--- src/torque_off_pkg.sv ---
// How it works
// - Internal diagnostics raise torque-off without inputs
// - Torque-off request asserts drive command at once
// - No encoder, no fly-start: ack waits for coast time
// - Fly-start: ack waits for restart delay
// - Short restart delay allows early fly-start ack
// - Encoder: ack waits for speed below limit
// - Auto ack uses the same gating
// - Indication output follows drive torque-off command
// - Brake control always leads to torque-off
// - Immediate torque-off on request, immediate estop, stop done
// - Positive delay: torque-off first, brake later
// - Encoder: brake early once below zero speed
// - Zero delay: torque-off and brake together
// - Negative delay: brake first, torque-off later
// - Missing relay feedback triggers configured reaction
// - Speed mode, delay not negative: both together
// - Speed mode, negative delay: brake, then torque-off
// - Faults, trips, passivation raise emergency stop
// - Limited-speed trip hit activates emergency stop
// - Emergency stop: immediate, ramp or time-monitored
// - Immediate emergency stop asserts torque-off at once
// - Requests accepted from either channel or fieldbus
package torque_off_pkg;
  // ****************************************
  // Timing
  // ****************************************
  localparam int CLK_PERIOD_NS = 8;
  localparam int MS_NS = 1000000;
  localparam int CYC_PER_MS = MS_NS / CLK_PERIOD_NS;
  localparam logic [3:0] FB_CHECK_CYC = 4'hF;
  // ****************************************
  // Register map
  // ****************************************
  localparam int ADDR_W = 8;
  localparam logic [7:0] OFS_CONFIG = 8'h00;
  localparam logic [7:0] OFS_COAST = 8'h04;
  localparam logic [7:0] OFS_RESTART = 8'h08;
  localparam logic [7:0] OFS_BRAKE_DELAY = 8'h0C;
  localparam logic [7:0] OFS_ZERO_SPEED = 8'h10;
  localparam logic [7:0] OFS_BRAKE_SPD_TO = 8'h14;
  localparam logic [7:0] OFS_BRAKE_SPD_RAMP = 8'h18;
  localparam logic [7:0] OFS_ESTOP_TIME = 8'h1C;
  localparam logic [7:0] OFS_STATUS = 8'h20;
  // Config fields
  localparam int CFG_ENC = 0;
  localparam int CFG_FLY = 1;
  localparam int CFG_AUTO_ACK = 2;
  localparam int CFG_BRAKE_MODE = 3;
  localparam int CFG_ESTOP_BEH = 5;
  localparam int CFG_FB_ACTION = 7;
  localparam int CFG_FB_TYPE = 8;
  // Reset values
  localparam logic [15:0] CONFIG_RST = 16'h0000;
  localparam logic [15:0] COAST_RST = 16'h03E8;
  localparam logic [15:0] RESTART_RST = 16'h03E8;
  localparam logic [15:0] BRAKE_DELAY_RST = 16'h0000;
  localparam logic [15:0] ZERO_SPEED_RST = 16'h000A;
  localparam logic [15:0] BRAKE_SPD_RST = 16'h0032;
  localparam logic [15:0] ESTOP_TIME_RST = 16'h07D0;
  // ****************************************
  // Encodings
  // ****************************************
  localparam logic [1:0] BRAKE_NONE = 2'h0;
  localparam logic [1:0] BRAKE_DELAYED = 2'h1;
  localparam logic [1:0] BRAKE_SPEED = 2'h2;
  localparam logic [1:0] ESTOP_IMMEDIATE = 2'h0;
  localparam logic [1:0] ESTOP_RAMP = 2'h1;
  localparam logic [1:0] ESTOP_TIMED = 2'h2;
  typedef enum logic [1:0] {
    ST_RUN = 2'b00,
    ST_STOPPING = 2'b01,
    ST_PRE_BRAKE = 2'b11,
    ST_OFF = 2'b10
  } seq_state_t;
endpackage

--- src/timer_if.sv ---
interface timer_if #(parameter int W = 16);
  logic clear;
  logic [W-1:0] elapsed;
  modport ctrl (output clear, input elapsed);
  modport tmr (input clear, output elapsed);
endinterface

--- src/ms_elapsed_timer.sv ---
module ms_elapsed_timer #(
  parameter int CYC_PER_MS = torque_off_pkg::CYC_PER_MS,
  parameter int W = 16
) (
  input wire logic core_clk,
  input wire logic srst,
  timer_if.tmr tif
);
  localparam int DW = $clog2(CYC_PER_MS);
  if (CYC_PER_MS < 2 || W < 2) begin : g_chk
    $error("ms_elapsed_timer: bad parameters");
  end
  typedef struct packed {
    logic [DW-1:0] div;
    logic [W-1:0] el;
  } tmr_state_t;
  tmr_state_t q, d;
  // ****************************************
  // Millisecond divider and saturating count
  // ****************************************
  always_comb begin
    d = q;
    if (tif.clear) begin
      d.div = '0;
      d.el = '0;
    end else if (q.div == DW'(CYC_PER_MS - 1)) begin
      d.div = '0;
      if (q.el != '1) begin
        d.el = q.el + 1'b1;
      end
    end else begin
      d.div = q.div + 1'b1;
    end
  end
  always_ff @(posedge core_clk) begin
    if (srst) begin
      q <= '0;
    end else begin
      q <= d;
    end
  end
  assign tif.elapsed = q.el;
endmodule // ms_elapsed_timer

--- src/torque_off_brake_sequencer.sv ---
module torque_off_brake_sequencer #(
  parameter int CYC_PER_MS = torque_off_pkg::CYC_PER_MS
) (
  input wire logic core_clk,
  input wire logic srst,
  input wire logic [7:0] reg_addr,
  input wire logic [31:0] reg_wdata,
  input wire logic reg_wr,
  input wire logic reg_rd,
  output logic [31:0] reg_rdata,
  input wire logic torque_off_req_a,
  input wire logic torque_off_req_b,
  input wire logic estop_req_a,
  input wire logic estop_req_b,
  input wire logic cstop_req_a,
  input wire logic cstop_req_b,
  input wire logic bus_torque_off_req,
  input wire logic bus_estop_req,
  input wire logic bus_cstop_req,
  input wire logic bus_passivated,
  input wire logic diag_fault,
  input wire logic limited_speed_trip,
  input wire logic ramp_stop_done,
  input wire logic ack_button_input,
  input wire logic [15:0] speed_abs,
  input wire logic relay_feedback,
  output logic torque_off_cmd,
  output logic brake_output,
  output logic torque_off_indication,
  output logic torque_off_done_indication,
  output logic emergency_stop_indication,
  output logic emergency_stop_done_indication,
  output logic stop_done_indication,
  output logic brake_fault
);
  if (CYC_PER_MS < 2) begin : g_chk
    $error("torque_off_brake_sequencer: CYC_PER_MS too small");
  end

  typedef struct packed {
    torque_off_pkg::seq_state_t st;
    logic to_cmd;
    logic brake;
    logic estop;
    logic cstop;
    logic done;
    logic ack_prev;
    logic fb_fault;
    logic [3:0] fb_cnt;
    logic [15:0] cfg;
    logic [15:0] coast;
    logic [15:0] restart;
    logic [15:0] bdly;
    logic [15:0] zero;
    logic [15:0] spd_to;
    logic [15:0] spd_ramp;
    logic [15:0] etime;
    logic [31:0] rdata;
  } seq_t;

  seq_t q, d;
  timer_if #(.W(16)) tif ();

  ms_elapsed_timer #(.CYC_PER_MS(CYC_PER_MS), .W(16)) u_timer (
    .core_clk(core_clk),
    .srst(srst),
    .tif(tif.tmr)
  );

  // ****************************************
  // Configuration decode
  // ****************************************
  logic enc;
  logic fly;
  logic auto_ack;
  logic [1:0] bmode;
  logic [1:0] ebeh;
  logic fb_act;
  logic signed [15:0] bd;
  logic bd_neg;
  logic bd_pos;
  logic [15:0] bd_mag;
  logic [15:0] el;
  logic slow;
  logic gate;
  logic pre_first;
  logic to_req;
  logic es_src;
  logic cs_src;
  logic ack_rise;
  logic fb_bad;
  logic fast_stop;
  logic spd_hit;
  logic done_hit;

  assign enc = q.cfg[torque_off_pkg::CFG_ENC];
  assign fly = q.cfg[torque_off_pkg::CFG_FLY];
  assign auto_ack = q.cfg[torque_off_pkg::CFG_AUTO_ACK];
  assign bmode = q.cfg[torque_off_pkg::CFG_BRAKE_MODE +: 2];
  assign ebeh = q.cfg[torque_off_pkg::CFG_ESTOP_BEH +: 2];
  assign fb_act = q.cfg[torque_off_pkg::CFG_FB_ACTION];
  assign bd = q.bdly;
  assign bd_neg = bd[15];
  assign bd_pos = !bd[15] && (bd != 16'sh0000);
  assign bd_mag = bd_neg ? 16'(-bd) : q.bdly;
  assign el = tif.elapsed;
  assign slow = speed_abs < q.zero;
  assign pre_first = (bmode == torque_off_pkg::BRAKE_DELAYED) && bd_neg;
  assign ack_rise = ack_button_input && !q.ack_prev;

  // ****************************************
  // Request sources
  // ****************************************
  assign to_req = torque_off_req_a | torque_off_req_b | bus_torque_off_req
    | diag_fault
    | (q.fb_fault & fb_bad & !fb_act);
  assign es_src = estop_req_a | estop_req_b | bus_estop_req
    | diag_fault | bus_passivated
    | limited_speed_trip
    | (q.fb_fault & fb_bad & fb_act);
  assign cs_src = cstop_req_a | cstop_req_b | bus_cstop_req;
  // Speed limit takes priority over stop completion
  assign fast_stop = to_req || (es_src && ebeh == torque_off_pkg::ESTOP_IMMEDIATE);
  assign spd_hit = q.st == torque_off_pkg::ST_STOPPING && bmode == torque_off_pkg::BRAKE_SPEED
    && speed_abs < q.spd_ramp;
  assign done_hit = q.st == torque_off_pkg::ST_STOPPING && (ramp_stop_done
    || (q.estop && ebeh == torque_off_pkg::ESTOP_TIMED && el >= q.etime));

  // ****************************************
  // Acknowledgement gate
  // ****************************************
  always_comb begin
    if (enc) begin
      gate = slow && (!fly || el >= q.restart);
    end else if (fly) begin
      gate = el >= q.restart;
    end else begin
      gate = el >= q.coast;
    end
  end

  assign fb_bad = relay_feedback != (q.brake ^ q.cfg[torque_off_pkg::CFG_FB_TYPE]);

  function automatic logic [31:0] reg_read(input seq_t s, input logic [7:0] a, input logic g);
    logic [31:0] r;
    r = '0;
    case (a)
      torque_off_pkg::OFS_CONFIG: r = {16'h0000, s.cfg};
      torque_off_pkg::OFS_COAST: r = {16'h0000, s.coast};
      torque_off_pkg::OFS_RESTART: r = {16'h0000, s.restart};
      torque_off_pkg::OFS_BRAKE_DELAY: r = {16'h0000, s.bdly};
      torque_off_pkg::OFS_ZERO_SPEED: r = {16'h0000, s.zero};
      torque_off_pkg::OFS_BRAKE_SPD_TO: r = {16'h0000, s.spd_to};
      torque_off_pkg::OFS_BRAKE_SPD_RAMP: r = {16'h0000, s.spd_ramp};
      torque_off_pkg::OFS_ESTOP_TIME: r = {16'h0000, s.etime};
      torque_off_pkg::OFS_STATUS: r = {23'h000000, g, s.done, s.fb_fault, s.cstop, s.estop,
                                       s.brake, s.to_cmd, s.st};
      default: r = '0;
    endcase
    return r;
  endfunction

  // ****************************************
  // Sequencer
  // ****************************************
  always_comb begin
    d = q;
    d.ack_prev = ack_button_input;
    d.rdata = reg_rd ? reg_read(q, reg_addr, gate) : '0;
    if (reg_wr) begin
      case (reg_addr)
        torque_off_pkg::OFS_CONFIG: d.cfg = reg_wdata[15:0];
        torque_off_pkg::OFS_COAST: d.coast = reg_wdata[15:0];
        torque_off_pkg::OFS_RESTART: d.restart = reg_wdata[15:0];
        torque_off_pkg::OFS_BRAKE_DELAY: d.bdly = reg_wdata[15:0];
        torque_off_pkg::OFS_ZERO_SPEED: d.zero = reg_wdata[15:0];
        torque_off_pkg::OFS_BRAKE_SPD_TO: d.spd_to = reg_wdata[15:0];
        torque_off_pkg::OFS_BRAKE_SPD_RAMP: d.spd_ramp = reg_wdata[15:0];
        torque_off_pkg::OFS_ESTOP_TIME: d.etime = reg_wdata[15:0];
        default: d.cfg = q.cfg;
      endcase
    end
    // Relay feedback supervision
    if (fb_bad) begin
      if (q.fb_cnt == torque_off_pkg::FB_CHECK_CYC) begin
        d.fb_fault = 1'b1;
      end else begin
        d.fb_cnt = q.fb_cnt + 1'b1;
      end
    end else begin
      d.fb_cnt = '0;
    end
    if (es_src) begin
      d.estop = 1'b1;
    end
    if (cs_src) begin
      d.cstop = 1'b1;
    end
    case (q.st)
      torque_off_pkg::ST_RUN, torque_off_pkg::ST_STOPPING: begin
        if (fast_stop || (done_hit && !spd_hit)) begin
          if (pre_first) begin
            d.st = torque_off_pkg::ST_PRE_BRAKE;
            d.brake = 1'b1;
          end else begin
            d.st = torque_off_pkg::ST_OFF;
            d.to_cmd = 1'b1;
            if (bmode == torque_off_pkg::BRAKE_DELAYED && !bd_pos) begin
              d.brake = 1'b1;
            end
          end
        end else if (spd_hit) begin
          d.brake = 1'b1;
          if (bd_neg) begin
            d.st = torque_off_pkg::ST_PRE_BRAKE;
          end else begin
            d.st = torque_off_pkg::ST_OFF;
            d.to_cmd = 1'b1;
          end
        end else if (q.st == torque_off_pkg::ST_RUN && (es_src || cs_src)) begin
          d.st = torque_off_pkg::ST_STOPPING;
        end
      end
      torque_off_pkg::ST_PRE_BRAKE: begin
        if (el >= bd_mag) begin
          d.st = torque_off_pkg::ST_OFF;
          d.to_cmd = 1'b1;
        end
      end
      torque_off_pkg::ST_OFF: begin
        if (bmode == torque_off_pkg::BRAKE_DELAYED && !q.brake
            && ((bd_pos && el >= bd_mag) || (enc && slow))) begin
          d.brake = 1'b1;
        end
        if (bmode == torque_off_pkg::BRAKE_SPEED && enc && speed_abs < q.spd_to) begin
          d.brake = 1'b1;
        end
        if (!to_req && !es_src && !cs_src && !fb_bad && gate && (auto_ack || ack_rise)) begin
          d.st = torque_off_pkg::ST_RUN;
          d.to_cmd = 1'b0;
          d.brake = 1'b0;
          d.estop = 1'b0;
          d.cstop = 1'b0;
          d.fb_fault = 1'b0;
        end
      end
      default: begin
        d.st = torque_off_pkg::ST_OFF;
        d.to_cmd = 1'b1;
      end
    endcase
    d.done = (d.st == torque_off_pkg::ST_OFF) && gate;
  end

  assign tif.clear = d.st != q.st;

  always_ff @(posedge core_clk) begin
    if (srst) begin
      q <= '0;
      q.cfg <= torque_off_pkg::CONFIG_RST;
      q.coast <= torque_off_pkg::COAST_RST;
      q.restart <= torque_off_pkg::RESTART_RST;
      q.bdly <= torque_off_pkg::BRAKE_DELAY_RST;
      q.zero <= torque_off_pkg::ZERO_SPEED_RST;
      q.spd_to <= torque_off_pkg::BRAKE_SPD_RST;
      q.spd_ramp <= torque_off_pkg::BRAKE_SPD_RST;
      q.etime <= torque_off_pkg::ESTOP_TIME_RST;
    end else begin
      q <= d;
    end
  end

  // ****************************************
  // Outputs
  // ****************************************
  assign reg_rdata = q.rdata;
  assign torque_off_cmd = q.to_cmd;
  assign brake_output = q.brake;
  assign torque_off_indication = q.to_cmd;
  assign torque_off_done_indication = q.done;
  assign emergency_stop_indication = q.estop;
  assign emergency_stop_done_indication = q.estop & q.done;
  assign stop_done_indication = q.done;
  assign brake_fault = q.fb_fault;
endmodule // torque_off_brake_sequencer

--- config.mk ---
export PLATFORM = sky130hd
export DESIGN_NAME = torque_off_brake_sequencer
export DESIGN_NICKNAME = d
export VERILOG_FILES = /design/src/torque_off_pkg.sv /design/src/timer_if.sv /design/src/ms_elapsed_timer.sv /design/src/torque_off_brake_sequencer.sv
export SDC_FILE = /design/constraint.sdc
export NUM_CORES = 1
export LEC_CHECK = 0
export BUFFER_PORTS_ARGS = -buffer_cell sky130_fd_sc_hd__buf_2
export CORE_UTILIZATION = 35
export DETAILED_ROUTE_END_ITERATION = 7
export RECOVER_POWER = 25
export REMOVE_ABC_BUFFERS = 1
export SETUP_SLACK_MARGIN = 0.15
export SLEW_MARGIN = 20
export SYNTH_ARGS = -nofsm -noshare
export SYNTH_HDL_FRONTEND = slang
export SYNTH_SLANG_ARGS = --single-unit
--- constraint.sdc ---
create_clock -name core_clk -period 4.7 [get_ports core_clk]
set_input_delay 1.175 -clock core_clk [delete_from_list [all_inputs] [get_ports core_clk]]
set_output_delay 1.175 -clock core_clk [all_outputs]
set_load 0.005 [all_outputs]
# == Yosys cells after proc, flatten, opt, wreduce, memory -nomap -nowiden ==
# Cells that the tools add are included.
# word_totals
register_bits,206
word_cells,168
input_bits,75
output_inout_bits,40
# classes
n_addsub,4
eq_ne,27
order_cmp,7
muxes,27
n_bitwise,19
n_reduce_logical,64
# op_table
op,n
16-bit case mux with 9 select lines,1
16-bit >= comparator,4
16-bit less-than comparator,3
"8-bit by 5-bit equality test with 1-bit output, second input constant",4
1-bit logical AND,25
2-bit AND reduction,9
"17-bit by 1-bit adder with 17-bit output, second input constant",1
"17-bit equality test, second input constant",1
"16-bit by 1-bit adder with 16-bit output, second input constant",1
"8-bit by 4-bit equality test with 1-bit output, second input constant",2
1-bit two-way mux,16
16-bit two-way mux,1
"16-bit inequality test, second input constant",1
16-bit negation,1
16-bit nonzero test,1
1-bit OR,12
1-bit logical NOT,11
"2-bit equality test, second input constant",5
"3-bit inequality test, second input constant",3
3-bit case mux with 3 select lines,1
"8-bit by 3-bit equality test with 1-bit output, second input constant",1
"8-bit by 6-bit equality test with 1-bit output, second input constant",1
8-bit logical NOT,1
2-bit two-way mux,4
other kinds (21),38

# == Depth between registers and ports, before layout ==
# depth
ltp_word,16
ltp_mapped,16
ltp_nobuf,15

# == Cells and area by module ==
# A second synthesis with hierarchy kept.
# unflattened
hier_cells,1463
area_unflattened_um2,11464.7
# modules_own_cells
mod,instances,seq_area_each_um2,area_each_um2,cells_per_inst
torque_off_brake_sequencer,1,3143.0,9719.3,1258
ms_elapsed_timer,1,660.6,1745.4,205

# == Worst setup path before layout ==
# Ideal clock, no wire load.
# synth_timing
path_kind,register to register
start,reg q (netlist bit bd[0])
end,reg q (netlist bit brake_output)
stages_incl_launch_ff,15
required_time_ps,4561
arrival_ps,3529
slack_ps,1032
setup_ps,139
synth_period_minus_slack_ps,3668
path_buffers,0
cell_sequence,dfxtp_1 -> inv_1 -> ha_1 -> or4b_1 -> or4_4 -> or2_2 -> o31ai_1 -> xor2_1 -> ha_1 -> a21o_1 -> a221oi_1 -> o31ai_1 -> and3_1 -> a2111oi_0 -> a211oi_1
# synth_between
elab_chain_len,8
elab_cells_between_ends,13
classes_between,1 x add/sub; 1 x order compare; 2 x eq/ne; 1 x mux; 8 x reduce/logical
# synth_lines
item,line_no,rtl
from (decl),torque_off_brake_sequencer.sv:61,"seq_t q, d;"
16-bit negation,torque_off_brake_sequencer.sv:105,assign bd_mag = bd_neg ? 16'(-bd) : q.bdly;
16-bit two-way mux,torque_off_brake_sequencer.sv:105,
16-bit >= comparator,torque_off_brake_sequencer.sv:232,&& ((bd_pos && el >= bd_mag) || (enc && slow))) begin
1-bit logical AND,torque_off_brake_sequencer.sv:232,
1-bit logical OR,torque_off_brake_sequencer.sv:232,
1-bit logical AND,torque_off_brake_sequencer.sv:232,
4-bit inequality test (no line),n/a,
4-bit AND reduction (no line) (*),n/a,
# Every way passes the cells marked *; elsewhere a longest branch is shown, timed or not.
# A chain may end at the register's enable or synchronous reset.

# == Worst setup path in the final report ==
# layout_timing
start,reg q (netlist bit bd[1])
end,reg u_timer.q (netlist bit u_timer.tif.elapsed[3])
# layout_between
elab_chain_len,7
# layout_lines
item,line_no,rtl
16-bit negation,torque_off_brake_sequencer.sv:105,
16-bit two-way mux (*),torque_off_brake_sequencer.sv:105,
16-bit >= comparator (*),torque_off_brake_sequencer.sv:225,if (el >= bd_mag) begin
3-bit two-way mux (*),torque_off_brake_sequencer.sv:225,
3-bit case mux with 3 select lines (*),torque_off_brake_sequencer.sv:199,case (q.st)
2-bit inequality test (*),torque_off_brake_sequencer.sv:255,assign tif.clear = d.st != q.st;
2-bit OR reduction (no line) (*),n/a,
to (signal assigned),ms_elapsed_timer.sv:37,q <= '0;
to (signal assigned),ms_elapsed_timer.sv:39,q <= d;
to (decl),ms_elapsed_timer.sv:17,"tmr_state_t q, d;"
# Every way passes the cells marked *; elsewhere a longest branch is shown, timed or not. The select of a mux whose other input is x is not followed.

==> flow_metrics.env <==
export IMPL_period_needed_ns=4.21
export IMPL_worst_setup_path_end_kind="register"
export IMPL_final_cell_mix="290 x nand2_1, 190 x dfxtp_1, 139 x a21oi_1"
export IMPL_rsz0062_at_grt="no"
export IMPL_h_tree_depth=4
export IMPL_nets=1632
export IMPL_final_seq_area_um2=3800
export IMPL_finalWirelength_um=36000
export IMPL_clock_sinks=190
export IMPL_drtPass1Iterations=8
export IMPL_yosysUniqueCellTypes=62
export IMPL_dp_slack_ns=0.186
export IMPL_cts_root_buffer="clkbuf_16"
export IMPL_status="finished with violations"
export IMPL_synth_edf_count=0
export IMPL_die_area_um2=32700
export IMPL_wl_per_cell_um=19.4
export IMPL_clk_pin_slew_worst_paths_ns=0.08
export IMPL_max_vdd_ir_drop_mv=0.248
export IMPL_fmax_mhz=238
export IMPL_row_count=65
export IMPL_synth_cells=1412
export IMPL_setup_viol=0
export IMPL_violations="capacitance limit, slew limit"
export IMPL_hold_class="reg -> reg"
export IMPL_grt_pass1_vias=9375
export IMPL_die_y_um=181
export IMPL_yosys_area_top_type="dfxtp_1"
export IMPL_start_util=0.355
export IMPL_fill_cells=3238
export IMPL_p_leak_nw=4.65
export IMPL_areaGrowthSynthToFinish_pct=10.4
export IMPL_hold_viol_final=0
export IMPL_async_flop_share=0
export IMPL_path_max_fanout=14
export IMPL_fin_ws_ns=0.491
export IMPL_fin_crit_sh=0.895
export IMPL_cp_arrival_ns=4.52
export IMPL_dp_hpwl_um=26200
export IMPL_crit_path_start_kind="register"
export IMPL_overflow=0
export IMPL_fin_tns_setup_ns=0
export IMPL_antenna_found_initial=0
export IMPL_worst_pin_slew_ns=2.30
export IMPL_drt_iter0_markers=851
export IMPL_finalPower_mw=3.30
export IMPL_yosysTopAreaCellShare=0.340
export IMPL_core_um2=31500
export IMPL_globalRouteTotalUtil=0.219
export IMPL_post_drt_via_cell_ratio=5.49
export IMPL_synth_area_top_cells="dfxtp_1 34%, ha_1 13%, nand2_1 9.7%, a21oi_1 6.3%, inv_1 3.6%"
export IMPL_relSlewSlack=-0.536
export IMPL_p_per_area_nw_per_um2=267
export IMPL_skew_ns=0.0189
export IMPL_clock_latency_ns=0.45
export IMPL_cts_buffer_depth=2
export IMPL_critPathRequiredTime_ns=5.01
export IMPL_multi_input_area_um2=6450
export IMPL_final_common_cell="nand2_1"
export IMPL_cts_buffers=17
export IMPL_fin_hold_ws_ns=0.463
export IMPL_grt_pass1_wl_um=54600
export IMPL_port_buffers=82
export IMPL_syn_area_um2=11200
export IMPL_ys_warn_count=0
export IMPL_n_antenna_cell=0
export IMPL_critPathKind="reg -> reg"
export IMPL_ys_seq_area_frac=0.340
export IMPL_grt_start_max_net_pins=42
export IMPL_synthFlopType="dfxtp_1"
export IMPL_drive_gt1_frac=0.0995
export IMPL_ios=115
export IMPL_antenna_left=0
export IMPL_die_w_um=181
export IMPL_maxCapViolations=3
export IMPL_slew_viol_final=108
export IMPL_place_gp_congestion=0.937
export IMPL_via_count=10199
export IMPL_avgSynthCellArea_um2=7.92
export IMPL_ys_ff_latch=190
export IMPL_cts_tree="done"
export IMPL_drcViolationCount=0
critical path: stages, from the launching register on:
cell	delay, ns
dfxtp_1	0.37
inv_1	0.09
ha_1	0.17
or4b_1	0.47
or4_4	0.48
or2_2	0.33
o31ai_1	0.24
xor2_1	0.11
ha_1	0.31
nand4_1	0.12
o31ai_1	0.49
a21oi_2	0.19
a21oi_4	0.34
buf_4	0.28
nor3_1	0.07
worst paths after layout:
check | from | endpoint | slack [ns] | cells past startpoint
worst max-delay path | bd[1]$_SDFFE_PP0P_ | u_timer.tif.elapsed[3]$_SDFFE_PP0P_ | 0.49 | 14
worst min-delay path | q[157]$_SDFFE_PP0P_ | q[157]$_SDFFE_PP0P_ | 0.46 | 2
worst max register to register | bd[1]$_SDFFE_PP0P_ | u_timer.tif.elapsed[3]$_SDFFE_PP0P_ | 0.49 | 14
worst min register to register | q[157]$_SDFFE_PP0P_ | q[157]$_SDFFE_PP0P_ | 0.46 | 2
layer usage:
metal / GRT usage / vias to the layer above / share of wire
met5: 0 / - / 0
met4: 0.0868 / 0 / 0.032
met3: 0.0415 / 56 / 0.069
met2: 0.339 / 382 / 0.45
met1: 0.300 / 4797 / 0.45
li1: - / 4964 / -
registers in the layout (all words and copies together), names as in the netlist, 2 cells and up:
signal,count
u_timer.q,17
q,112
bd,16
ebeh,2
u_timer.tif.elapsed,16
bmode,2
reg_rdata,16
layout make-up:
type,instances,area share
repair buffers,107,0.0469
clock inverters,15,0.0150
well taps,402,0.0407
multi-input cells,1021,0.522
inverters,107,0.0325
flip-flops and latches,190,0.308
clock buffers,17,0.0345
what timing repair did:
| action | in CTS | in global routing |
|---|---|---|
| gates cloned | 0 | 1 |
| endpoints found under the setup margin | 12 | 14 |
| pin swaps | 0 | 0 |
| resized for setup | 1 | 1 |
| setup buffers | 0 | 0 |
| hold buffers | 0 | 0 |
metrics by stage:
step / std cells / cell area (um2) / util
detailed placement: 1826 / 11700 / 0.373
CTS: 1858 / 12400 / 0.392
global placement: 1826 / 11700 / 0.373
floorplan: 1317 / 10600 / -
finish: 1859 / 12300 / 0.392
global route: 1859 / 12300 / 0.392
cells by family after synthesis:
kind of cell,share of synthesized area
and+or+nand+nor,0.207
AOI/OAI and AO/OA,0.197
muxes,0.00269
adders and majority gates,0.126
buffers and inverters,0.0915
xor gates and xnor gates,0.0352
DFF,0.340
other,0.000335
synthesized netlist by cell type (15+ instances only):
cell,instances
nor2_1,43
inv_1,106
a22oi_1,15
nand3_1,36
nor3_1,42
xor2_1,27
xnor2_1,18
clkbuf_1,46
a21oi_1,140
dfxtp_1,190
nand2_1,290
a31oi_1,22
ha_1,113
a221oi_1,28
nand4_1,21
o21ai_0,29
a22o_1,25
buf_4,51
o211ai_1,31
power breakdown:
part           leakage [nW]  internal [mW]  switching [mW]
logic                  2.82         0.0587           0.123
registers              1.53           1.62         0.00954
clock network         0.296          0.725           0.767
Note: power is estimated with default switching activity, not from simulation.
